File: config.mk
export PLATFORM = sky130hd
export DESIGN_NAME = nhp_host_port
export DESIGN_NICKNAME = d
export VERILOG_FILES = /design/src/rtl/nhp_pkg.sv /design/src/rtl/nhp_host_port.sv
export SDC_FILE = /design/constraint.sdc
export NUM_CORES = 1
export LEC_CHECK = 0
export ABC_AREA = 1
export BUFFER_PORTS_ARGS = -buffer_cell sky130_fd_sc_hd__buf_2
export CAP_MARGIN = 10
export CORE_MARGIN = 4
export CORE_UTILIZATION = 50
export DETAILED_ROUTE_END_ITERATION = 6
export PLACE_DENSITY_LB_ADDON = 0.15
export REMOVE_ABC_BUFFERS = 1
export SLEW_MARGIN = 5
export SYNTH_ARGS = -nofsm -noshare
export SYNTH_HDL_FRONTEND = slang
export SYNTH_SLANG_ARGS = --single-unit
File: constraint.sdc
create_clock -name mclk_i -period 3.48 [get_ports mclk_i]
set_clock_uncertainty 0.05 [all_clocks]
set_input_delay 0.174 -clock mclk_i [delete_from_list [all_inputs] [get_ports mclk_i]]
set_output_delay 0.174 -clock mclk_i [all_outputs]
set_load 0.02 [all_outputs]
File: src/rtl/nhp_pkg.sv
package nhp_pkg;

    // Control byte that opens every select-low period.
    localparam logic [7:0] CTRL_SEND = 8'h00;
    localparam logic [7:0] CTRL_RESET = 8'h01;
    localparam logic [7:0] CTRL_READ = 8'h02;
    localparam logic [7:0] CTRL_POLL = 8'h03;

    // Positions inside the polled flag byte.
    localparam int FLAG_READ_BIT = 3;
    localparam int FLAG_SEND_BIT = 2;

    // Command codes seen as the first byte of a host frame.
    localparam logic [7:0] CODE_IDENTIFY = 8'h01;
    localparam logic [7:0] CODE_PROTOCOL = 8'h02;
    localparam logic [7:0] CODE_PRESENCE = 8'h03;
    localparam logic [7:0] CODE_LISTEN = 8'h05;
    localparam logic [7:0] CODE_TRANSMIT = 8'h06;
    localparam logic [7:0] CODE_WAIT_EVENT = 8'h07;
    localparam logic [7:0] CODE_FETCH = 8'h08;
    localparam logic [7:0] CODE_STORE = 8'h09;
    localparam logic [7:0] CODE_FILTER = 8'h0d;
    localparam logic [7:0] CODE_ECHO = 8'h55;

    localparam logic [7:0] MAX_PAYLOAD = 8'hfd;
    localparam logic [2:0] LAST_BIT = 3'h7;
    localparam logic [7:0] IDX_RESET = 8'h00;
    localparam logic [7:0] IDX_LEN = 8'h01;
    localparam logic [7:0] IDX_PAYLOAD = 8'h02;

    typedef enum logic [3:0] {
        CMD_IDENTIFY = 4'h1,
        CMD_PROTOCOL = 4'h2,
        CMD_PRESENCE = 4'h3,
        CMD_LISTEN = 4'h5,
        CMD_TRANSMIT = 4'h6,
        CMD_WAIT_EVENT = 4'h7,
        CMD_FETCH = 4'h8,
        CMD_STORE = 4'h9,
        CMD_FILTER = 4'hd,
        CMD_ECHO = 4'he,
        CMD_RESERVED = 4'hf
    } nhp_cmd_e;

    typedef enum logic [5:0] {
        ST_CTRL = 6'h01,
        ST_SEND = 6'h02,
        ST_POLL = 6'h04,
        ST_READ = 6'h08,
        ST_RESET = 6'h10,
        ST_IGNORE = 6'h20
    } nhp_state_e;

    // One received command-frame byte with its frame position marks.
    typedef struct packed {
        logic first;
        logic last;
        logic [7:0] data;
    } nhp_cmd_byte_s;

    // One response byte offered by the controller.
    typedef struct packed {
        logic valid;
        logic [7:0] data;
    } nhp_resp_s;

endpackage

File: src/rtl/nhp_host_port.sv
`timescale 1ns/1ps
// Functional notes
// - Control byte selects send, poll, read, reset.
// - Deselected: ignore input, serial output released.
// - Flag bit 3 means response readable.
// - Flag bit 2 means command accepted.
// - Both data lines sampled on rising clock.
// - Bytes travel most significant bit first.
// - Poll keeps returning current flag byte.
// - Exchange is send, poll, then read.
// - First command accepted without flag check.
// - Read returns result, length, then payload.
// - Reset byte enters wait until wake low.
// - Serial reset starts when select rises.
// - Interrupt low from ready until response read.
// - Frames are code, length, then payload.
// - One-byte fields, payload up to 253.
// - Echo is one byte without length.
// - Codes 01, 02, 03 classified.
// - Codes 05, 06, 07 classified.
// - Codes 08, 09, 0D, 55; others reserved.
// - Wait-event states block all serial traffic.
module nhp_host_port
    import nhp_pkg::*;
(
    input wire logic mclk_i,
    input wire logic rstn_i,
    input wire logic spi_sck_i,
    input wire logic spi_mosi_i,
    input wire logic host_sel_n_i,
    input wire logic wake_n_i,
    input wire logic sleep_i,
    input wire logic reply_ready_i,
    input wire nhp_resp_s resp_i,
    output logic spi_miso_o,
    output logic spi_miso_oe_o,
    output logic reply_irq_n_o,
    output nhp_cmd_byte_s cmd_o,
    output logic cmd_valid_o,
    output nhp_cmd_e cmd_kind_o,
    output logic resp_take_o,
    output logic ctrl_reset_o,
    output logic wait_state_o
);

    logic sck_s1, sck_s2, sck_d;
    logic mosi_s1, mosi_s2;
    logic sel_s1, sel_s2, sel_d;
    logic wake_s1, wake_s2;
    logic sck_rise, sck_fall, sel_rise, active;
    logic [2:0] bit_cnt;
    logic [6:0] rx_sh;
    logic [7:0] rx_byte;
    logic byte_done;
    nhp_state_e state, next_state;
    logic [7:0] idx, frame_len, read_len;
    logic can_send, read_done, frame_last;
    logic load;
    logic [7:0] next_tx, tx_sh, flags;

    function automatic nhp_cmd_e classify(input logic [7:0] code);
        case (code)
            CODE_IDENTIFY: classify = CMD_IDENTIFY;
            CODE_PROTOCOL: classify = CMD_PROTOCOL;
            CODE_PRESENCE: classify = CMD_PRESENCE;
            CODE_LISTEN: classify = CMD_LISTEN;
            CODE_TRANSMIT: classify = CMD_TRANSMIT;
            CODE_WAIT_EVENT: classify = CMD_WAIT_EVENT;
            CODE_FETCH: classify = CMD_FETCH;
            CODE_STORE: classify = CMD_STORE;
            CODE_FILTER: classify = CMD_FILTER;
            CODE_ECHO: classify = CMD_ECHO;
            default: classify = CMD_RESERVED;
        endcase
    endfunction

    // The serial clock is slow against mclk, so the serial pins and wake go through two stages.
    always_ff @(posedge mclk_i or negedge rstn_i) begin
        if (!rstn_i) begin
            {sck_s1, sck_s2, sck_d} <= 3'h0;
            {mosi_s1, mosi_s2} <= 2'h0;
            {sel_s1, sel_s2, sel_d} <= 3'h7;
            {wake_s1, wake_s2} <= 2'h3;
        end else begin
            sck_s1 <= spi_sck_i;
            sck_s2 <= sck_s1;
            sck_d <= sck_s2;
            mosi_s1 <= spi_mosi_i;
            mosi_s2 <= mosi_s1;
            sel_s1 <= host_sel_n_i;
            sel_s2 <= sel_s1;
            sel_d <= sel_s2;
            wake_s1 <= wake_n_i;
            wake_s2 <= wake_s1;
        end
    end

    assign active = !sel_s2 && !wait_state_o && !sleep_i;
    assign sck_rise = sck_s2 && !sck_d;
    assign sck_fall = !sck_s2 && sck_d;
    assign sel_rise = sel_s2 && !sel_d;

    always_ff @(posedge mclk_i or negedge rstn_i) begin
        if (!rstn_i) begin
            bit_cnt <= 3'h0;
            rx_sh <= 7'h00;
        end else if (!active) begin
            bit_cnt <= 3'h0;
            rx_sh <= 7'h00;
        end else if (sck_rise) begin
            bit_cnt <= bit_cnt + 3'h1;
            rx_sh <= {rx_sh[5:0], mosi_s2};
        end
    end

    assign rx_byte = {rx_sh, mosi_s2};
    assign byte_done = active && sck_rise && (bit_cnt == LAST_BIT);

    always_comb begin
        next_state = state;
        if (!active) begin
            next_state = ST_CTRL;
        end else if (byte_done) begin
            case (state)
                ST_CTRL: begin
                    case (rx_byte)
                        CTRL_SEND: next_state = ST_SEND;
                        CTRL_RESET: next_state = ST_RESET;
                        CTRL_READ: next_state = ST_READ;
                        CTRL_POLL: next_state = ST_POLL;
                        default: next_state = ST_IGNORE;
                    endcase
                end
                ST_SEND: next_state = frame_last ? ST_IGNORE : ST_SEND;
                default: next_state = state;
            endcase
        end
    end

    always_ff @(posedge mclk_i or negedge rstn_i) begin
        if (!rstn_i) begin
            state <= ST_CTRL;
        end else begin
            state <= next_state;
        end
    end

    always_comb begin
        frame_last = 1'b0;
        if (idx == IDX_RESET) begin
            frame_last = (rx_byte == CODE_ECHO);
        end else if (idx == IDX_LEN) begin
            frame_last = (rx_byte == 8'h00);
        end else begin
            frame_last = (idx - IDX_LEN) >= frame_len;
        end
    end

    always_ff @(posedge mclk_i or negedge rstn_i) begin
        if (!rstn_i) begin
            cmd_o <= '0;
            cmd_valid_o <= 1'b0;
            cmd_kind_o <= CMD_RESERVED;
            frame_len <= 8'h00;
        end else begin
            cmd_valid_o <= byte_done && (state == ST_SEND);
            if (byte_done && (state == ST_SEND)) begin
                cmd_o <= '{first: (idx == IDX_RESET), last: frame_last, data: rx_byte};
                if (idx == IDX_RESET) begin
                    cmd_kind_o <= classify(rx_byte);
                end
                if (idx == IDX_LEN) begin
                    frame_len <= (rx_byte > MAX_PAYLOAD) ? MAX_PAYLOAD : rx_byte;
                end
            end
        end
    end

    always_ff @(posedge mclk_i or negedge rstn_i) begin
        if (!rstn_i) begin
            idx <= IDX_RESET;
            read_len <= 8'h00;
        end else if (!active || (byte_done && (state == ST_CTRL))) begin
            idx <= IDX_RESET;
        end else if (byte_done) begin
            idx <= idx + 8'h01;
            if ((state == ST_READ) && (idx == IDX_RESET)) begin
                read_len <= resp_i.data;
            end
        end
    end

    assign read_done = byte_done && (state == ST_READ) && (idx >= IDX_LEN) && ((idx - IDX_LEN) >= read_len);

    // ready for a command after reset
    // cleared by a command, set by a reply
    always_ff @(posedge mclk_i or negedge rstn_i) begin
        if (!rstn_i) begin
            can_send <= 1'b1;
        end else if (reply_ready_i) begin
            can_send <= 1'b1;
        end else if (cmd_valid_o && cmd_o.last) begin
            can_send <= 1'b0;
        end
    end

    // interrupt held until the response is read
    always_ff @(posedge mclk_i or negedge rstn_i) begin
        if (!rstn_i) begin
            reply_irq_n_o <= 1'b1;
        end else if (reply_ready_i) begin
            reply_irq_n_o <= 1'b0;
        end else if (read_done) begin
            reply_irq_n_o <= 1'b1;
        end
    end

    always_comb begin
        flags = 8'h00;
        flags[FLAG_READ_BIT] = !reply_irq_n_o;
        flags[FLAG_SEND_BIT] = can_send;
    end

    always_comb begin
        load = 1'b0;
        next_tx = 8'h00;
        if (byte_done) begin
            if ((state == ST_POLL) || ((state == ST_CTRL) && (rx_byte == CTRL_POLL))) begin
                load = 1'b1;
                next_tx = flags;
            end else if ((state == ST_READ) || ((state == ST_CTRL) && (rx_byte == CTRL_READ))) begin
                load = 1'b1;
                next_tx = resp_i.valid ? resp_i.data : 8'h00;
            end
        end
    end

    // The response stream is consumed only while a read is in progress.
    always_ff @(posedge mclk_i or negedge rstn_i) begin
        if (!rstn_i) begin
            resp_take_o <= 1'b0;
        end else begin
            resp_take_o <= load && resp_i.valid && (state != ST_POLL) && (rx_byte != CTRL_POLL || state != ST_CTRL);
        end
    end

    always_ff @(posedge mclk_i or negedge rstn_i) begin
        if (!rstn_i) begin
            tx_sh <= 8'h00;
            spi_miso_o <= 1'b0;
        end else if (!active) begin
            tx_sh <= 8'h00;
            spi_miso_o <= 1'b0;
        end else if (load) begin
            tx_sh <= next_tx;
        end else if (sck_fall) begin
            spi_miso_o <= tx_sh[7];
            tx_sh <= {tx_sh[6:0], 1'b0};
        end
    end

    always_ff @(posedge mclk_i or negedge rstn_i) begin
        if (!rstn_i) begin
            spi_miso_oe_o <= 1'b0;
        end else begin
            spi_miso_oe_o <= active;
        end
    end

    // reset waits for select to rise
    // wait state left on wake low
    always_ff @(posedge mclk_i or negedge rstn_i) begin
        if (!rstn_i) begin
            ctrl_reset_o <= 1'b0;
            wait_state_o <= 1'b0;
        end else begin
            ctrl_reset_o <= sel_rise && (state == ST_RESET);
            if (sel_rise && (state == ST_RESET)) begin
                wait_state_o <= 1'b1;
            end else if (!wake_s2) begin
                wait_state_o <= 1'b0;
            end
        end
    end

    chk_deselect_release: assert property (@(posedge mclk_i) disable iff (!rstn_i)
        sel_s2 |=> !spi_miso_oe_o) else $error("Output enabled while deselected.");
    chk_flag_read_bit: assert property (@(posedge mclk_i) disable iff (!rstn_i)
        (load && next_tx == flags) |=> (tx_sh[3] == $past(!reply_irq_n_o)) && (tx_sh[7:4] == 4'h0))
        else $error("Flag read bit wrong.");
    chk_flag_send_bit: assert property (@(posedge mclk_i) disable iff (!rstn_i)
        (cmd_valid_o && cmd_o.last && !reply_ready_i) |=> !can_send) else $error("Send flag not cleared.");
    chk_rise_sample: assert property (@(posedge mclk_i) disable iff (!rstn_i)
        cmd_valid_o |-> $past(sck_rise)) else $error("Byte taken off a rising edge.");
    chk_msb_shift: assert property (@(posedge mclk_i) disable iff (!rstn_i)
        (active && sck_fall && !load) |=> spi_miso_o == $past(tx_sh[7])) else $error("Output bit order wrong.");
    chk_reset_on_rise: assert property (@(posedge mclk_i) disable iff (!rstn_i)
        ctrl_reset_o |-> $past(sel_rise) && wait_state_o) else $error("Reset not tied to select rise.");
    chk_wake_exit: assert property (@(posedge mclk_i) disable iff (!rstn_i)
        (wait_state_o && !wake_s2 && !ctrl_reset_o && !sel_rise) |=> !wait_state_o) else $error("Wake ignored.");
    chk_irq_hold: assert property (@(posedge mclk_i) disable iff (!rstn_i)
        (!reply_irq_n_o && !read_done) |=> !reply_irq_n_o) else $error("Interrupt released early.");
    chk_echo_single: assert property (@(posedge mclk_i) disable iff (!rstn_i)
        (cmd_valid_o && cmd_o.first && cmd_o.data == CODE_ECHO) |-> cmd_o.last) else $error("Echo not single byte.");

endmodule // nhp_host_port

# Word level (Yosys, flattened, before mapping)
# Index checks and enable logic that the tools add are counted.
dict set report classes {
  n_lt_le_gt_ge 4
  mux 34
  reduce_logical 42
  n_addsub 3
  n_bitwise 1
  n_eq_ne 27
}
# op count
set ops {}
lappend ops {{2-to-1 mux 8 bit} 10}
lappend ops {{one-hot mux 4 bit (10 select lines)} 1}
lappend ops {{equality test 8 x 3 -> 1 bit (second input constant)} 3}
lappend ops {{equality test 8 x 4 -> 1 bit (second input constant)} 3}
lappend ops {{one-hot mux 6 bit (4 select lines)} 1}
lappend ops {{logical AND 1 bit} 20}
lappend ops {{2-to-1 mux 6 bit} 3}
lappend ops {{equality test 8 x 1 -> 1 bit (second input constant)} 2}
lappend ops {{equality test 8 x 2 -> 1 bit (second input constant)} 2}
lappend ops {{greater-or-equal comparator 8 bit} 2}
lappend ops {{zero test 8 bit} 2}
lappend ops {{2-to-1 mux 1 bit} 14}
lappend ops {{2-to-1 mux 7 bit} 2}
lappend ops {{one-hot mux 6 bit (2 select lines)} 1}
lappend ops {{adder 8 x 1 -> 8 bit (second input constant)} 1}
lappend ops {{equality test 8 x 7 -> 1 bit (second input constant)} 1}
lappend ops {{greater-or-equal comparator 8 x 1 -> 1 bit (second input constant)} 1}
lappend ops {{greater-than comparator 8 bit (second input constant)} 1}
lappend ops {{zero test 1 bit} 8}
lappend ops {{inequality test 8 x 2 -> 1 bit (second input constant)} 1}
lappend ops {{AND reduction 2 bit} 4}
lappend ops {{subtractor 8 x 1 -> 8 bit (second input constant)} 1}
lappend ops {{equality test 6 x 1 -> 1 bit (second input constant)} 1}
lappend ops {{equality test 6 x 2 -> 1 bit (second input constant)} 1}
lappend ops {{16 further kinds} 25}
dict set report totals {
  output_inout_bits 21
  register_bits 80
  inputBits 17
}

# Longest topological paths before layout
# Gate-level depths: netlist (run 1).
dict set report logic_depth {
  word_depth 10
  ltp_mapped 16
  depth_no_buf 16
}

# Worst setup path after synthesis (run 1)
# Ideal clock, no wire load.
dict set report synth_timing {
  path_type {reg-to-reg}
  from {reg idx[0]}
  to {reg state[5]}
  synth_period_minus_slack_ps 2116
  setup_time_ps 116
  path_stages_with_launch 16
  t_arrival_ps 1949
  path_slack_ps 1364
  cell_sequence {dfrtp_1 > inv_1 > nand4_1 > nor3_1 > xor2_1 > ha_1 > a21oi_1 > o21ai_0 > nor2_1 > nand2_1 > nand2_1 > nand2_1 > nand2_1 > nand2_1 > nand2_1 > nand2_1}
}
dict set report synth_via {
  elab_chain_len 8
  word_cells_on_any_way 10
}
# element line
set synth_rtl {}
lappend synth_rtl {{from (decl)} nhp_host_port.sv:56} ;# logic [7:0] idx, frame_len, read_len;
lappend synth_rtl {{from (signal assigned)} nhp_host_port.sv:186} ;# idx <= idx + 8'h01;
lappend synth_rtl {{subtractor 8 x 1 -> 8 bit} nhp_host_port.sv:155} ;# frame_last = (idx - IDX_LEN) >= frame_len;
lappend synth_rtl {{greater-or-equal comparator 8 bit} nhp_host_port.sv:155}
lappend synth_rtl {{2-to-1 mux 1 bit} nhp_host_port.sv:152} ;# end else if (idx == IDX_LEN) begin
lappend synth_rtl {{2-to-1 mux 1 bit *} nhp_host_port.sv:150} ;# if (idx == IDX_RESET) begin
lappend synth_rtl {{2-to-1 mux 6 bit *} nhp_host_port.sv:134} ;# ST_SEND: next_state = frame_last ? ST_IGNORE : ST_SEND;
lappend synth_rtl {{one-hot mux 6 bit (2 select lines) *} nhp_host_port.sv:124} ;# case (state)
lappend synth_rtl {{2-to-1 mux 6 bit *} nhp_host_port.sv:123} ;# end else if (byte_done) begin
lappend synth_rtl {{2-to-1 mux 6 bit *} nhp_host_port.sv:121} ;# if (!active) begin
lappend synth_rtl {{to (signal assigned)} nhp_host_port.sv:144} ;# state <= next_state;
lappend synth_rtl {{to (decl)} nhp_host_port.sv:55} ;# nhp_state_e state, next_state;
# Mark *: on every way between the ends. The rest lies on a longest branch, timed or not. The select of a mux whose other input is x is not followed.
# A chain may end at the register's enable or synchronous reset.

# Worst setup path in the final report (run 1)
# Ends and elaborated chain as after synthesis.

==> metrics.txt, run 1 <==
RSZ-0062 raised after global routing=no; # IOs=38; Final #Nets=578; Total Routing Usage GR=0.192; Fillers=749; row count=33; Power Dens Cells=372 nW/um^2; H-tree Lvls=3; Final Setup Violations=0; MaxCap Viol Count=0; combinational share of power=0.059; core area=8180 sq um; R2R cell count=15; port bufs=37; Psw=431 uW; vias in the first global route=3,279; Clock transition at path regs=0.08 ns; min-delay worst type=primary input to flop; Crit. path cell count=15; drt first-iter violations=127; crit path cell chain=inv_1 -> nand4_1 -> nor3_1 -> xor2_1 -> ha_1 -> a21oi_1 -> o21ai_0 -> nor2_1 -> nand2_1 -> nand2_1 -> nand2_1 -> nand2_1 -> nand2_1 -> nand2_1 -> nand2_1; Slew Limit Fails=0; Pre-antenna DRT Iters=4; TritonCTS clock tree=yes; Peak supply drop=0.240 mV; CP startpoint=idx[0]$_DFFE_PN0P_; Sw Ratio=0.245; Crit. End Element=flop; crit-path max FO=8; CP max stage cell=dfrtp_1; Reg2Reg Setup Slack=1.04 ns; Adder-Cell Fraction of Synth Area=0.0657; share of cells above drive strength 1=0.186; mux cell area share after synthesis=0.0286; hold path depth=2; clock buffer depth=2; Die Span Y=99.6 microns; Clock power frac=0.398; post-synthesis sequential area ratio=0.481; DPL Wire Length=6530 microns; status=complete, no violations; flip-flop and latch area=2020 sq um; Worst-Skew Late Latency=0.35 ns; Placed Area=4480 sq um; final worst-path cycle share=0.701; initial core utilization=0.513; relative slew slack=0.330; CP delay by family, top=simple AND/OR/NAND/NOR gates; Cell Int Power=1330 uW; Routed WL=8930 microns; wire per inst=13.8 microns; CP Data Required Time=3.67 ns; Setup Crit Path Kind=flop to flop; Mapped Cells=490; clk sinks=80; Compound-Gate Fraction of Synth Area=0.0910; die area=9910 sq um; hold violation total from the final report=0; CP Launch Type=flop; Synth warnings=0; remaining antenna violation count=0; Hold Path Origin=resp_i[7]; CP Buf/Inv Count=1; Cell variety after synth=35; first-pass GRT wire length=15,400 microns; DR vias=3,339; Root Buffer=clkbuf_8; area of the multi-input gates=1900 sq um; Post-Synth XOR/XNOR Area=0.0146; RePlAce Congestion=0.884; cell mode on critical path=nand2_1; LEAKAGE=0.00244 uW; area delta synth->final=12.9%; Vias/cell=5.14; die width=99.6 microns; FF+latch count, synth=80; post-synthesis area per instance=8.56 sq um; Final min period=2.44 ns; DRC errors left=0; Reg power frac=0.543; CP arrival=2.63 ns; fmax=410 MHz; setup TNS=0 ns; fin area=4730 sq um; Post-Synth Simple-Gate Area=0.253; grt ovf=0; Antenna Cells=0; Cell Area, Synth=4190 sq um; largest family of logic cells by synthesized area=simple AND/OR/NAND/NOR gates; FF-to-FF Start=idx[0]$_DFFE_PN0P_; initial antenna violation count=0; TritonCTS buffer count=9; CP peak stage delay=0.48 ns; Slew @ Worst Pin=1.01 ns; largest net degree at the start of global routing=81
[metrics by stage]
step,total power (uW),instances,setup slack (ns),hold slack (ns),util
after detailed placement,1080,627,1.08,0.231,0.548
after CTS,1790,649,1.04,0.0190,0.579
after global placement,1070,627,1.19,0.229,0.548
final,1760,649,1.04,0.0343,0.579
after global routing,1840,649,0.812,0.0248,0.579
after floorplan,1030,485,1.36,-0.172,-
[synthesized netlist by cell type (all sizes together)]
master,instances,share of area
a31oi,2,0.0030
buf,2,0.0054
o21bai,1,0.0018
a221oi,1,0.0021
o2111ai,1,0.0021
a211oi,1,0.0018
a21oi,18,0.024
nor2,52,0.061
xor2,7,0.015
inv,65,0.058
nand4,9,0.015
ha,22,0.066
dfrtp,68,0.41
o21ai,34,0.041
nor4,1,0.0015
nor3,8,0.0095
mux2,8,0.029
a21o,1,0.0018
o211ai,1,0.0018
nand3,28,0.036
nand2,136,0.13
o22ai,8,0.012
dfstp,12,0.075
or2,1,0.0015
clkbuf,3,0.0027
[layout make-up]
cell class,instances,area share
tap,105,0.0277
sequential,80,0.426
inverter,65,0.0515
clock inverter,4,0.0108
clock buffer,12,0.0307
timing repair buffer,43,0.0523
multi-input combinational,340,0.401
[timing repair]
| item | 4_1_cts | 5_1_grt |
|---|---|---|
| resized for setup | 0 | 0 |
| hold buffers | 6 | 0 |
| endpoints found under the hold margin | 58 | 0 |
| buffers inserted | 0 | 0 |
| setup endpoints to repair | 0 | 0 |
[flip-flops by register name (all words and copies together) (netlist names), 3 cells and up]
signal,count
tx_sh,8
bit_cnt,3
idx,8
read_len,8
cmd_o,10
cmd_kind_o,4
rx_sh,7
frame_len,8
state,6
[kinds of logic after synthesis]
logic type	count (synthesis)
AOI/OAI and AO/OA	68
muxes	8
adders and majority gates	22
DFF	80
xor gates and xnor gates	7
and+or+nand+nor	235
buffers and inverters	70
[cell usage in the layout, fill, tap and decap left out, types with 4 or more instances in the layout]
cell and count:
xor2_1 7, a21oi_1 17, o21ai_1 10, clkbuf_8 10, dlygate4sd3_1 6, dfrtp_1 68, inv_1 56, nor2_1 42
nand2_2 5, inv_2 9, dfstp_2 12, nor2_4 4, buf_2 36, nand4_1 8, nor2_2 5, nor3_1 8
mux2_4 8, nand2_1 129, o22ai_1 8, o21ai_0 24, ha_1 22, nand3_1 27
[path summary, 6_finish.rpt]
path / end
max in group asynchronous: frame_len[6]$_DFFE_PN0P_
worst min register to register: sck_s2$_DFF_PN0_
worst min-delay path: read_len[7]$_DFFE_PN0P_
worst max register to register: state[5]$_DFFE_PN0P_
worst max-delay path: state[5]$_DFFE_PN0P_
min in group asynchronous: frame_len[2]$_DFFE_PN0P_
[metal layers]
metal  vias to the layer above  part of all wire  GRT usage
met4                         0             0.014     0.0662
met1                      1579              0.48      0.259
met5                         -                 0          0
met2                        61              0.47      0.316
met3                        12             0.038     0.0330
li1                       1687                 -          -
[power groups by stage]
stage / Sequential, uW / Combinational, uW / Clock, uW
floorplan: 974 / 53.3 / 0
global placement: 974 / 97.8 / 0
detailed placement: 975 / 101 / 0
CTS: 957 / 106 / 722
global route: 959 / 120 / 759
finish: 957 / 104 / 702
Note: power is estimated with default switching activity, not from simulation.
==> inputs of run 2 (changes only) <==
==> constraint.sdc (replaced) <==
create_clock -name mclk_i -period 2.5 [get_ports mclk_i]
set_clock_uncertainty 0.05 [all_clocks]
set_input_delay 0.125 -clock mclk_i [delete_from_list [all_inputs] [get_ports mclk_i]]
set_output_delay 0.125 -clock mclk_i [all_outputs]
set_load 0.02 [all_outputs]
==> metrics.txt, run 2 (synthesized netlist as in run 1, its figures left out) <==
DRC errors left=0 (unchanged); Vias/cell=5.08 (-1.3%); wire per inst=13.4 microns (-2.6%); port bufs=37 (unchanged); die area=9910 sq um (unchanged); vias in the first global route=3,386 (+3.3%); Routed WL=8830 microns (-1.1%); fin cells=659 (+1.5%); first-pass GRT wire length=15,800 microns (+2.5%); Slew Limit Fails=0 (unchanged); relative slew slack=0.332 (+0.00217); Total Routing Usage GR=0.197 (+0.00438); CP Data Required Time=2.70 ns (-0.97 ns); Clock transition at path regs=0.08 ns (about the same); clock buffer depth=2 (unchanged); DR vias=3,348 (+0.27%); Total Power=2370 uW (+34%); Crit. End Element=flop; CP arrival=2.54 ns (-0.09 ns); RR Endpoint=state[5]$_DFFE_PN0P_; initial core utilization=0.513 (unchanged); FF-to-FF Start=idx[2]$_DFFE_PN0P_; register with the most flip-flops=cmd_o; LEAKAGE=0.00248 uW (+1.6%); max reg flops=10 (unchanged); Setup Crit Path Kind=flop to flop; Final min period=2.34 ns (-0.100 ns); leading cell type in the layout, fill and taps excluded=nand2_1; setup TNS=0 ns (unchanged); Power Dens Cells=490 nW/um^2 (+32%); CP startpoint=idx[2]$_DFFE_PN0P_; Final #Nets=588 (+1.7%); DPL Wire Length=6410 microns (-1.9%); grt ovf=0 (unchanged); CP Launch Type=flop; initial antenna violation count=0 (unchanged); RePlAce Congestion=0.807 (-8.7%); min-delay worst type=primary input to flop; most frequent cells in the layout=nand2_1, dfrtp_1, inv_1, nor2_1, buf_2; largest net degree at the start of global routing=81 (unchanged); clk sinks=80 (unchanged); area delta synth->final=15.4%; final core occ=0.592 (+0.0129); Reg2Reg Setup Slack=0.16 ns (-0.88 ns); crit path to=state[5]$_DFFE_PN0P_; Die Span Y=99.6 microns (unchanged); H-tree Lvls=3 (unchanged); Worst-Skew Late Latency=0.36 ns (about the same); Root Buffer=clkbuf_8; hold violation total from the final report=0 (unchanged); status=complete, no violations; Peak supply drop=0.301 mV (+25%); crit-path max FO=6 (-2); Final Setup Violations=0 (unchanged); Pre-antenna DRT Iters=4 (unchanged); final worst-path cycle share=0.936 (+0.235); TritonCTS buffer count=9 (unchanged); share of cells above drive strength 1=0.202 (+0.0165); core area=8180 sq um (unchanged); R2R cell count=15 (unchanged); die width=99.6 microns (unchanged); Slew @ Worst Pin=1.00 ns (-0.00325 ns); remaining antenna violation count=0 (unchanged); fmax=427 MHz (+4.3%); row count=33 (unchanged); TritonCTS clock tree=yes; dpl cells=628 (+0.16%); drt first-iter violations=143 (+13%); MaxCap Viol Count=0 (unchanged); # IOs=38 (unchanged); Antenna Cells=0 (unchanged)
[run 2: cell count changes in the layout (fill, tap and decap cells not counted), sizes merged]
cell         before  now
dlygate4sd3       6   14
buf              37   39
clkbuf           12   10
clkinv            1    3
bufinv            1    0
inv              66   67
[run 2: layout make-up]
cell class              count  area (sq um)
inverters                  65           244
multi-input cells         340          1920
flip-flops and latches     80          2020
repair buffers             53           343
clock inverters             6          51.3
clock buffers              10           128
fillers                   728          3340
well taps                 105           131
[run 2: metrics by stage]
stage	hold slack (ns)	worst slack [ns]	area, sq um
after floorplan	-0.221	0.384	4160
after global placement	0.180	0.240	4490
after detailed placement	0.183	0.168	4490
after CTS	0.00722	0.148	4800
after global routing	0.0253	-0.0109	4840
final	0.0265	0.161	4840
[run 2: timing repair]
action	in CTS	in global routing
buffers inserted	0	1
hold endpoints to repair	83	0
hold buffers	14	0
endpoints found under the setup margin	0	2
resized for setup	0	8
[run 2: critical path, cell delays in order, from the launching register on]
cell and delay, ns:
dfrtp_2 0.46, nor2_2 0.11, nand4_1 0.14, nor3_2 0.23
xor2_1 0.24, ha_1 0.29, a21oi_2 0.13, o21ai_0 0.09
nor2_1 0.10, nand2_1 0.06, nand2_1 0.05, nand2_1 0.06
nand2_1 0.08, nand2_1 0.05, nand2_1 0.05, nand2_1 0.04
[run 2: where the power goes]
group          leakage (uW)  internal [uW]  switching [uW]
Sequential          0.00105           1320            14.4
Combinational       0.00134           50.7             102
Clock             0.0000875            373             512
Total               0.00248           1740             629
[run 2: worst min-delay path by stage]
stage                     startpoint  depth (start not counted)  slack [ns]                      to
after floorplan               rstn_i                          0       -0.22  bit_cnt[0]$_DFFE_PN0P_
after global placement      wake_n_i                          1        0.18       wake_s1$_DFF_PN1_
after detailed placement    wake_n_i                          1        0.18       wake_s1$_DFF_PN1_
after CTS                  resp_i[8]                          3       0.007   resp_take_o$_DFF_PN0_
after global routing       resp_i[8]                          3        0.03   resp_take_o$_DFF_PN0_
final                      resp_i[8]                          3        0.03   resp_take_o$_DFF_PN0_
[run 2: metal layers]
| layer | share of wire | GRT usage | vias to the layer above |
|---|---|---|---|
| li1 | - | - | 1705 |
| met3 | 0.041 | 0.0477 | 14 |
| met5 | 0 | 0 | - |
| met4 | 0.014 | 0.0609 | 0 |
| met2 | 0.47 | 0.319 | 59 |
| met1 | 0.47 | 0.262 | 1570 |
==> inputs of run 3 (changes only) <==
--- a/config.mk
+++ b/config.mk
@@ -11,6 +11,7 @@
 export CORE_MARGIN = 4
 export CORE_UTILIZATION = 50
 export DETAILED_ROUTE_END_ITERATION = 6
+export GPL_TIMING_DRIVEN = 0
 export PLACE_DENSITY_LB_ADDON = 0.15
 export REMOVE_ABC_BUFFERS = 1
 export SLEW_MARGIN = 5
==> metrics.txt, run 3 (synthesized netlist as in run 1, its figures left out) <==
share of cells above drive strength 1=0.222 (+0.0195); die area=9910 sq um (unchanged); max reg flops=10 (unchanged); Clock transition at path regs=0.08 ns (about the same); DPL Wire Length=6530 microns (+1.9%); Final min period=2.32 ns (-0.0173 ns); Die Span Y=99.6 microns (unchanged); wire per inst=13.8 microns (+2.8%); crit-path max FO=7 (+1); initial core utilization=0.513 (unchanged); final worst-path cycle share=0.929 (-0.00690); CP Launch Type=flop; Final Setup Violations=0 (unchanged); Psw=605 uW (-3.7%); Peak supply drop=0.354 mV (+18%); clk sinks=80 (unchanged); hold slack final=0.0420 ns (+0.0154 ns); CP arrival=2.56 ns (+0.02 ns); Routed WL=9210 microns (+4.3%); clock buffer depth=2 (unchanged); flip-flop and latch area=2020 sq um (about the same); TritonCTS clock tree=yes; port bufs=37 (unchanged); Total Power=2750 uW (+16%); drt first-iter violations=150 (+4.9%); Worst-Skew Late Latency=0.35 ns (about the same); Total Routing Usage GR=0.198 (+0.00131); gr busiest metal=met2; # IOs=38 (unchanged); Root Buffer=clkbuf_8; first-pass GRT wire length=15,900 microns (+0.66%); Vias/cell=5.09 (+0.27%); setup TNS=0 ns (unchanged); TritonCTS buffer count=9 (unchanged); CP Data Required Time=2.74 ns (+0.04 ns); area delta synth->final=19.8%; Pre-antenna DRT Iters=5 (+1); relative slew slack=0.695 (+0.363); met1 Use GR=0.264 (+0.00197); Slew @ Worst Pin=0.456 ns (-0.546 ns); Sw Ratio=0.220 (-0.0449); area of the multi-input gates=1930 sq um (+0.26%); status=complete, no violations; Slew Limit Fails=0 (unchanged); register with the most flip-flops=cmd_o; Power Dens Cells=547 nW/um^2 (+12%); DRC errors left=0 (unchanged); vias in the first global route=3,337 (-1.4%); grt met2 use=0.326 (+0.00723); Fillers=725 (-0.41%); MaxCap Viol Count=0 (unchanged); grt ovf=0 (unchanged); DR vias=3,408 (+1.8%); LEAKAGE=0.00258 uW (+3.9%); Reg power frac=0.485 (-0.077); hold violation total from the final report=0 (unchanged); RePlAce Congestion=0.829 (+2.7%); Antenna Cells=0 (unchanged); initial antenna violation count=0 (unchanged); remaining antenna violation count=0 (unchanged); core area=8180 sq um (unchanged); min-delay worst type=primary input to flop; Crit. End Element=flop; Cell Int Power=2140 uW (+23%); most frequent cells in the layout=nand2_1, dfrtp_1, inv_1, nor2_1, buf_2; Final #Nets=598 (+1.7%); leading cell type in the layout, fill and taps excluded=nand2_1; combinational share of power=0.058 (-0.006); Setup Crit Path Kind=flop to flop; row count=33 (unchanged); H-tree Lvls=3 (unchanged); fmax=431 MHz (+0.74%); die width=99.6 microns (unchanged); largest net degree at the start of global routing=61 (-25%); Clock power frac=0.457 (+0.084); met3 usage=0.0372 (-0.0105)
==> run 3: changes by cell type in the layout (fill, tap and decap cells not counted), sizes merged <==
cell	previous run	this run
buf	39	49
bufinv	0	4
clkinv	3	1
inv	67	65
clkbuf	10	11
clkinvlp	1	0
==> run 3: path summary, 6_finish.rpt <==
check / startpoint / end / slack (ns) / cells after the start
setup / recovery: idx[0]$_DFFE_PN0P_ / reply_irq_n_o$_DFFE_PN1P_ / 0.18 / 13
min in group asynchronous: rstn_i / read_len[2]$_DFFE_PN0P_ / 0.14 / 2
max in group asynchronous: rstn_i / cmd_kind_o[2]$_DFFE_PN1P_ / 1.62 / 3
hold / removal: resp_i[8] / resp_take_o$_DFF_PN0_ / 0.04 / 3
hold reg to reg: sck_s1$_DFF_PN0_ / sck_s2$_DFF_PN0_ / 0.30 / 0
setup reg to reg: idx[0]$_DFFE_PN0P_ / reply_irq_n_o$_DFFE_PN1P_ / 0.18 / 13
==> run 3: stage by stage <==
stage | utilization | instance area (sq um) | worst slack, ns | instances
5_1_grt | 0.614 | 5020 | -0.0326 | 669
3_3_place_gp | 0.547 | 4480 | 0.0116 | 627
4_1_cts | 0.601 | 4910 | 0.0187 | 659
3_5_place_dp | 0.551 | 4510 | -0.0501 | 628
2_1_floorplan | - | 4160 | 0.384 | 485
6_report | 0.614 | 5020 | 0.178 | 669
==> run 3: final cells by class <==
| class | count | share of cell area |
|---|---|---|
| Clock inverter | 5 | 0.0257 |
| Sequential cell | 80 | 0.402 |
| Timing Repair Buffer | 63 | 0.0872 |
| Clock buffer | 11 | 0.0262 |
| Tap cell | 105 | 0.0262 |
| Multi-Input combinational cell | 340 | 0.384 |
| Inverter | 65 | 0.0486 |
==> run 3: power groups by stage <==
stage	registers (uW)	clock network [uW]	logic [uW]
finish	1330	1260	159
CTS	1330	1280	162
floorplan	1360	0	74.2
detailed placement	1360	0	145
global route	1340	1340	180
global placement	1360	0	136
==> run 3: worst max-delay path: stages (launching register included) <==
cell	delay [ns]
dfrtp_2	0.47
inv_2	0.10
nand4_1	0.13
nor3_2	0.19
xor2_1	0.12
buf_4	0.15
buf_4	0.12
ha_1	0.28
nand2_1	0.07
nor2_1	0.17
nand4_1	0.11
o2111ai_1	0.11
a21oi_1	0.09
nor2_1	0.09
==> run 3: timing repair <==
action                                  in CTS  in global routing
gates resized for setup                      1                 12
setup buffers                                1                 10
endpoints found under the hold margin       83                  0
hold buffers                                14                  0
pin swaps                                    1                  8
endpoints found under the setup margin       1                  4
==> run 3: per-layer routing <==
| metal | wire length [microns] | vias to the layer above | share of wire |
|---|---|---|---|
| met5 | 0 | - | 0 |
| met4 | 151 | 0 | 0.016 |
| met3 | 374 | 15 | 0.041 |
| met2 | 4410 | 79 | 0.48 |
| met1 | 4270 | 1594 | 0.46 |
| li1 | - | 1720 | - |
